[config.mk]
export PLATFORM = sky130hd
export DESIGN_NAME = pbx_port_b
export DESIGN_NICKNAME = d
export VERILOG_FILES = /design/src/logic/pbx_pkg.sv /design/src/logic/pbx_port_b.sv
export SDC_FILE = /design/constraint.sdc
export NUM_CORES = 1
export LEC_CHECK = 0
export ABC_AREA = 1
export BUFFER_PORTS_ARGS = -buffer_cell sky130_fd_sc_hd__buf_2
export CORE_ASPECT_RATIO = 1.75
export CORE_UTILIZATION = 44
export DETAILED_ROUTE_END_ITERATION = 10
export PLACE_DENSITY = 0.81
export SYNTH_ARGS = -nofsm -noshare
export SYNTH_HDL_FRONTEND = slang
export SYNTH_SLANG_ARGS = --single-unit
export TNS_END_PERCENT = 1
[constraint.sdc]
create_clock -name ref_clk -period 1.6 [get_ports ref_clk]
set_clock_uncertainty 0.15 [all_clocks]
set_input_delay 0.4 -clock ref_clk [delete_from_list [all_inputs] [get_ports ref_clk]]
set_output_delay 0.4 -clock ref_clk [all_outputs]
set_load 0.02 [all_outputs]
[src/logic/pbx_pkg.sv]
package pbx_pkg;

	// ----------------------------------------
	// register map
	// ----------------------------------------
	localparam logic [7:0] PBX_ADDR_IRQ_ENABLE  = 8'h31;
	localparam logic [7:0] PBX_ADDR_FUNC_MODE   = 8'h32;
	localparam logic [7:0] PBX_ADDR_IRQ_STATUS  = 8'h3C;
	localparam logic [7:0] PBX_ADDR_IRQ_MASK    = 8'h3D;
	localparam logic [7:0] PBX_ADDR_PIN_LEVEL   = 8'h3E;

	// ----------------------------------------
	// field positions
	// ----------------------------------------
	localparam int PBX_BIT_PIN0_FUNC   = 0;
	localparam int PBX_BIT_PIN1_FUNC   = 1;
	localparam int PBX_BIT_SAMPLE_RATE = 3;
	localparam int PBX_BIT_EVT_CHANGE  = 0;

	// ----------------------------------------
	// reset values and write mask
	// ----------------------------------------
	localparam logic [3:0] PBX_RST_FUNC_MODE  = 4'h0;
	localparam logic [3:0] PBX_RST_IRQ_ENABLE = 4'h0;
	localparam logic [3:0] PBX_FUNC_MODE_MASK = 4'hB;
	localparam logic [3:0] PBX_RST_STATUS     = 4'h0;
	localparam logic [3:0] PBX_RST_MASK       = 4'h0;

	// ----------------------------------------
	// sampling states
	// ----------------------------------------
	typedef enum logic [1:0] {
		PBX_ST_IDLE   = 2'b01,
		PBX_ST_ACTIVE = 2'b10
	} pbx_state_e;

endpackage

[src/logic/pbx_port_b.sv]
// The strobed register port was decided locally.
`timescale 1ns/1ps

module pbx_port_b
	import pbx_pkg::*;
(
	input  wire logic       ref_clk,
	input  wire logic       resetn,
	input  wire logic [7:0] reg_addr,
	input  wire logic [3:0] reg_wdata,
	input  wire logic       reg_write,
	input  wire logic       reg_read,
	output logic      [3:0] reg_rdata,
	input  wire logic [3:0] pin_in,
	input  wire logic [3:0] pin_direction,
	input  wire logic [3:0] port_data_out,
	input  wire logic [3:0] pin_input_idle_high,
	input  wire logic       tbc_128hz,
	input  wire logic       tbc_4khz,
	input  wire logic       timer0_overflow_flag,
	input  wire logic       timer1_overflow_flag,
	output logic      [3:0] pin_out,
	output logic      [3:0] pin_oe,
	output logic            timer0_capture_in,
	output logic            timer1_capture_in,
	output logic            timer0_2_ext_clock,
	output logic            timer1_3_ext_clock,
	output logic            ext_irq_request,
	output logic            ext_irq_pending_flag,
	input  wire logic       ext_irq_accept,
	output logic            ext_irq_vector_valid,
	output logic [15:0]     ext_irq_vector,
	output logic            irq
);

	// ----------------------------------------
	// helpers
	// ----------------------------------------
	// per pin: high when the pin sits away from its idle level and is enabled
	function automatic logic [3:0] away_from_idle(input logic [3:0] lvl, input logic [3:0] idle_hi,
		input logic [3:0] en);
		away_from_idle = (lvl ^ idle_hi) & en;
	endfunction

	localparam logic [15:0] PBX_VECTOR = 16'h0014;

	// ----------------------------------------
	// registers
	// ----------------------------------------
	logic [3:0] func_mode_q;
	logic [3:0] irq_enable_q;
	logic [3:0] status_q;
	logic [3:0] mask_q;
	logic       wr_func;
	logic       wr_en;
	logic       wr_stat;
	logic       wr_mask;

	assign wr_func = reg_write && (reg_addr == PBX_ADDR_FUNC_MODE);
	assign wr_en   = reg_write && (reg_addr == PBX_ADDR_IRQ_ENABLE);
	assign wr_stat = reg_write && (reg_addr == PBX_ADDR_IRQ_STATUS);
	assign wr_mask = reg_write && (reg_addr == PBX_ADDR_IRQ_MASK);

	always_ff @(posedge ref_clk) begin
		if (!resetn) begin
			func_mode_q <= PBX_RST_FUNC_MODE;
		end else if (wr_func) begin
			func_mode_q <= reg_wdata & PBX_FUNC_MODE_MASK;
		end
	end

	always_ff @(posedge ref_clk) begin
		if (!resetn) begin
			irq_enable_q <= PBX_RST_IRQ_ENABLE;
		end else if (wr_en) begin
			irq_enable_q <= reg_wdata;
		end
	end

	always_ff @(posedge ref_clk) begin
		if (!resetn) begin
			mask_q <= PBX_RST_MASK;
		end else if (wr_mask) begin
			mask_q <= reg_wdata;
		end
	end

	always_ff @(posedge ref_clk) begin
		if (!resetn) begin
			reg_rdata <= 4'h0;
		end else if (reg_read) begin
			case (reg_addr)
				PBX_ADDR_FUNC_MODE:  reg_rdata <= func_mode_q;
				PBX_ADDR_IRQ_ENABLE: reg_rdata <= irq_enable_q;
				PBX_ADDR_IRQ_STATUS: reg_rdata <= status_q;
				PBX_ADDR_IRQ_MASK:   reg_rdata <= mask_q;
				PBX_ADDR_PIN_LEVEL:  reg_rdata <= pin_in;
				default:             reg_rdata <= 4'h0;
			endcase
		end else begin
			reg_rdata <= 4'h0;
		end
	end

	// ----------------------------------------
	// pin functions
	// ----------------------------------------
	always_comb begin
		pin_out = port_data_out;
		pin_oe  = pin_direction;
		if (func_mode_q[PBX_BIT_PIN0_FUNC]) begin
			pin_out[0] = timer0_overflow_flag;
			pin_oe[0]  = 1'b1;
		end
		if (func_mode_q[PBX_BIT_PIN1_FUNC]) begin
			pin_out[1] = timer1_overflow_flag;
			pin_oe[1]  = 1'b1;
		end
	end

	assign timer0_capture_in  = pin_in[0];
	assign timer1_capture_in  = pin_in[1];
	assign timer0_2_ext_clock = pin_in[2];
	assign timer1_3_ext_clock = pin_in[3];

	// ----------------------------------------
	// sampling
	// ----------------------------------------
	logic sample_clk;
	logic sample_clk_q;
	logic sample_tick;

	assign sample_clk = func_mode_q[PBX_BIT_SAMPLE_RATE] ? tbc_4khz : tbc_128hz;

	always_ff @(posedge ref_clk) begin
		if (!resetn) begin
			sample_clk_q <= 1'b0;
		end else begin
			sample_clk_q <= sample_clk;
		end
	end

	// a rate switch may fake one falling edge; harmless, it only adds a sample
	assign sample_tick = sample_clk_q && !sample_clk;

	// ----------------------------------------
	// change detector
	// ----------------------------------------
	pbx_state_e state_q;
	logic       any_away;
	logic       change_evt;

	assign any_away = |away_from_idle(pin_in, pin_input_idle_high, irq_enable_q);

	always_comb begin
		change_evt = 1'b0;
		if (sample_tick) begin
			case (state_q)
				PBX_ST_IDLE:   change_evt = any_away;
				PBX_ST_ACTIVE: change_evt = !any_away;
				default:       change_evt = 1'b0;
			endcase
		end
	end

	always_ff @(posedge ref_clk) begin
		if (!resetn) begin
			state_q <= PBX_ST_IDLE;
		end else if (sample_tick) begin
			state_q <= any_away ? PBX_ST_ACTIVE : PBX_ST_IDLE;
		end
	end

	// request pulse, registered on the tick: well inside one sampling period
	always_ff @(posedge ref_clk) begin
		if (!resetn) begin
			ext_irq_request <= 1'b0;
		end else begin
			ext_irq_request <= change_evt;
		end
	end

	// pending flag holds until the interrupt is accepted; new set wins
	always_ff @(posedge ref_clk) begin
		if (!resetn) begin
			ext_irq_pending_flag <= 1'b0;
		end else if (change_evt) begin
			ext_irq_pending_flag <= 1'b1;
		end else if (ext_irq_accept) begin
			ext_irq_pending_flag <= 1'b0;
		end
	end

	always_ff @(posedge ref_clk) begin
		if (!resetn) begin
			ext_irq_vector_valid <= 1'b0;
			ext_irq_vector       <= 16'h0000;
		end else begin
			ext_irq_vector_valid <= ext_irq_accept && ext_irq_pending_flag;
			ext_irq_vector       <= PBX_VECTOR;
		end
	end

	// ----------------------------------------
	// interrupt status
	// ----------------------------------------
	always_ff @(posedge ref_clk) begin
		if (!resetn) begin
			status_q <= PBX_RST_STATUS;
		end else begin
			status_q[PBX_BIT_EVT_CHANGE] <= change_evt ||
				(status_q[PBX_BIT_EVT_CHANGE] && !(wr_stat && reg_wdata[PBX_BIT_EVT_CHANGE]));
			status_q[3:1] <= 3'h0;
		end
	end

	assign irq = |(status_q & mask_q);

endmodule

### Word level (Yosys, flattened, before mapping)

Cells that the tools add are included.

* register bits: 41
* output and inout bits: 36
* word-level logic and storage cells: 50

* equality and inequality tests: 7
* muxes and demuxes: 12
* bitwise gates (word level): 3
* reductions and logical operators: 16

Operators with widths (number)
* $eq 8x6->1 const B: 5
* $pmux 4 s5: 1
* $and 4x4->4: 2
* $logic_and 1x1->1: 8
* $mux 1: 8
* $reduce_or 4->1: 2
* $mux 5: 1
* $xor 4x4->4: 1
* $logic_not 1->1: 3
* $eq 2x1->1 const B: 1
* $eq 2x2->1 const B: 1
* $mux 2: 1
* $pmux 1 s2: 1
* $reduce_and 2->1: 1
* $reduce_bool 2->1: 1
* $logic_or 1x1->1: 1

### Longest topological paths before layout

* word-level depth: 7
* depth in mapped cells: 9

### Worst setup path before layout

No wires, ideal clock.

* path kind: input to register
* start point: input reg_addr[3]
* end point: register irq_enable_q[0]
* library setup time: 0.120 ns
* arrival time: 1.052 ns
* path slack: 0.279 ns
* stages on the path: 6
* path buffers: 0
* path through: nor2_1 -> nand3_1 -> nor2_4 -> nand2_1 -> nand2_1 -> a21oi_1

* cells in the longest elaborated chain, start to end: 2

RTL lines
* start, declared: RTL line pbx_port_b.sv:9 `input wire logic [7:0] reg_addr,`
* $eq 8x6->1: RTL line pbx_port_b.sv:60 `assign wr_en = reg_write && (reg_addr == PBX_ADDR_IRQ_ENABLE);`
* $logic_and 1x1->1: RTL line pbx_port_b.sv:60
* end signal, assigned: RTL line pbx_port_b.sv:76 `irq_enable_q <= reg_wdata;`
* end, declared: RTL line pbx_port_b.sv:51 `logic [3:0] irq_enable_q;`

No other way between the ends.
A chain may end at the register's enable or synchronous reset.

### Worst setup path in the final report

* start point: register func_mode_q[1]
* end point: output pin_out[1]

* cells in the longest elaborated chain, start to end: 1

RTL lines
* start, declared: RTL line pbx_port_b.sv:50 `logic [3:0] func_mode_q;`
* start signal, assigned: RTL line pbx_port_b.sv:68 `func_mode_q <= reg_wdata & PBX_FUNC_MODE_MASK;`
* $mux 1: RTL line pbx_port_b.sv:115 `if (func_mode_q[PBX_BIT_PIN1_FUNC]) begin`
* end, declared: RTL line pbx_port_b.sv:22 `output logic [3:0] pin_out,`

No other way between the ends.

==> impl_metrics.env <==
export IMPL_ant_nets=0
export IMPL_drv_slew=0
export IMPL_post_drt_wl_per_cell_um=10.0
export IMPL_dieHeight_um=75.3
export IMPL_drcViolationCount=0
export IMPL_nets=285
export IMPL_setup_viol=2
export IMPL_hold_class="primary input to flop"
export IMPL_grt_max_degree=14
export IMPL_syn_inst=201
export IMPL_ios=73
export IMPL_violations="setup timing"
export IMPL_port_buffers=50
export IMPL_vias_per_cell=4.60
export IMPL_dieArea_mm2=0.00331
export IMPL_antenna_found_initial=0
export IMPL_cts_tree="done"
export IMPL_finalHoldViolCount=0
export IMPL_arrival_ps=1050
export IMPL_wirelength_mm=2.76
export IMPL_cts_buffer_depth=2
export IMPL_layout_area_overhead_vs_synth_pct=18.2
export IMPL_gp_congestion=0.836
export IMPL_first_global_vias=1054
export IMPL_final_period_utilization_pct=100
export IMPL_synth_edf_count=0
export IMPL_clkSinkCount=23
export IMPL_layout_drive_gt1_share_pct=29.6
export IMPL_core_mm2=0.00293
export IMPL_grt_ovfl_total=0
export IMPL_ir_worst_vdd_uv=366
export IMPL_endpoint_kind="primary output"
export IMPL_setup_ws_ps=-4.51
export IMPL_dieWidth_um=43.9
export IMPL_period_minus_slack_ps=1600
export IMPL_cts_inserted_buffers=3
export IMPL_grt_pass1_wl_mm=4.26
export IMPL_drt_iter0_markers=30
export IMPL_hpwl_mm=2.23
export IMPL_yosys_cell_count_top_type="nand2_1"
export IMPL_async_reset_ff_share_pct=0
export IMPL_ys_ff_latch=23
export IMPL_crit_required_ps=1050
export IMPL_fmax_mhz=623
export IMPL_synthFlopType="dfxtp_1"
export IMPL_synthesis_area_mm2=0.00135
export IMPL_synth_top_area_share_pct=34.0
export IMPL_holdWs_ps=214
export IMPL_status="finished with violations"
export IMPL_firstDrtPassIters=6
export IMPL_powerDensity_mw_per_mm2=696
export IMPL_synth_cell_types=23
export IMPL_synth_area_leaders="dfxtp_1 (34%), nand2_1 (13%), buf_4 (13%)"
export IMPL_path_class="flop to primary output"
export IMPL_critPathMaxFanout=4
export IMPL_tns_ps=-5.51
export IMPL_antenna_cells=0
export IMPL_clockRootBuffer="clkbuf_8"
export IMPL_critPathLaunchType="flop"
export IMPL_syn_area_per_cell_um2=6.73
export IMPL_drv_cap=0
export IMPL_synth_top_area_cell="dfxtp_1"
export IMPL_synth_common_cells="nand2_1 (48), nand3_1 (27), buf_4 (23), dfxtp_1 (23)"
export IMPL_synth_warnings=0
export IMPL_row_count=26
export IMPL_vias=1264
export IMPL_ys_seq_area_share_pct=34.0
export IMPL_grt_usage_pct=17.4
export IMPL_clkLatencyLatePin_ps=260
export IMPL_cts_hold_buf=0
export IMPL_cts_clk_slew_worst_paths_ps=80
export IMPL_htreeDepth=1
export IMPL_grt_setup_unrepaired="true"
export IMPL_start_util_pct=46.2
export IMPL_leakage_nw=0.847
## worst paths after layout
check                       to  depth (start not counted)  slack [ps]           start
setup reg to reg    state_q[1]                          6         330  func_mode_q[3]
hold reg to reg      mask_q[2]                          2         300       mask_q[2]
hold / removal    reg_rdata[2]                          3         210        reg_read
setup / recovery    pin_out[1]                          2          -5  func_mode_q[1]
## cells by family after synthesis
kind of cell,Yosys count,synth area share [%]
buffers and inverters,49,20.6
DFF,23,34.0
muxes,1,0.833
other,1,0.277
AOI/OAI and AO/OA,16,5.92
and+or+nand+nor,111,38.3
## what timing repair did
| item | in CTS | in global routing |
|---|---|---|
| gates resized for setup | 5 | 3 |
| setup buffers | 1 | 1 |
| setup endpoints to repair | 3 | 3 |
## power by group
part | total (W) | internal, W | switching, W | leakage (nW)
logic | 0.000180 | 0.0000624 | 0.000118 | 0.634
registers | 0.000578 | 0.000576 | 0.00000237 | 0.187
clock network | 0.000354 | 0.000174 | 0.000181 | 0.0255
## critical path, stage by stage, from the launching register on
cell and delay, ps:
dfxtp_4 360, mux2_4 300, buf_6 130
## layer usage
| metal | wire length [um] | global-route usage, % |
|---|---|---|
| met3 | 117 | 2.84 |
| met4 | 85 | 11.1 |
| met2 | 1450 | 30.8 |
| met5 | 0 | 0 |
| met1 | 1110 | 18.8 |
## layout by cell type (no fill, tap or decap)
master and n:
dfxtp_1 21, o21ai_1 2, clkbuf_8 3, nor3_1 1, dfxtp_2 1, clkinv_1 1
buf_4 5, nand3_1 27, nand2_2 2, conb_1 14, nor2_4 3, nand3b_1 1
nor2_1 22, or2_2 3, nand4_1 1, o21ai_0 4, nand2_1 48, inv_1 22
nand3_2 2, clkinv_2 1, nor3_4 1, buf_6 2, a21oi_1 10, dfxtp_4 1
mux2_4 1, buf_2 48
## through the flow
| step | area (um^2) | cells | setup WS [ps] | util (%) | total power (W) |
|---|---|---|---|---|---|
| after floorplan | 1400 | 214 | 279 | - | 0.000744 |
| after global placement | 1520 | 269 | 52.8 | 51.8 | 0.000767 |
| after detailed placement | 1520 | 269 | 11.1 | 51.8 | 0.000769 |
| after CTS | 1580 | 274 | -13.4 | 54.1 | 0.00113 |
| after global routing | 1600 | 275 | -37.5 | 54.6 | 0.00116 |
| final | 1600 | 275 | -4.51 | 54.6 | 0.00111 |
## sequential cells by signal (all words and copies together), names as in the netlist
signal	cells
state_q	2
ext_irq_request	1
ext_irq_pending_flag	1
irq_enable_q	4
status_q	1
ext_irq_vector	1
reg_rdata	4
mask_q	4
sample_clk_q	1
func_mode_q	3
ext_irq_vector_valid	1
## cell type report
| cell class | count | area (um^2) |
|---|---|---|
| Sequential cell | 23 | 465 |
| Multi-Input combinational cell | 142 | 666 |
| Fill cell | 304 | 1330 |
| Timing Repair Buffer | 55 | 300 |
| Clock inverter | 1 | 5.00 |
| Clock buffer | 3 | 41.3 |
| Inverter | 23 | 86.3 |
| Tap cell | 28 | 35.0 |
Note: power is estimated with default switching activity, not from simulation.
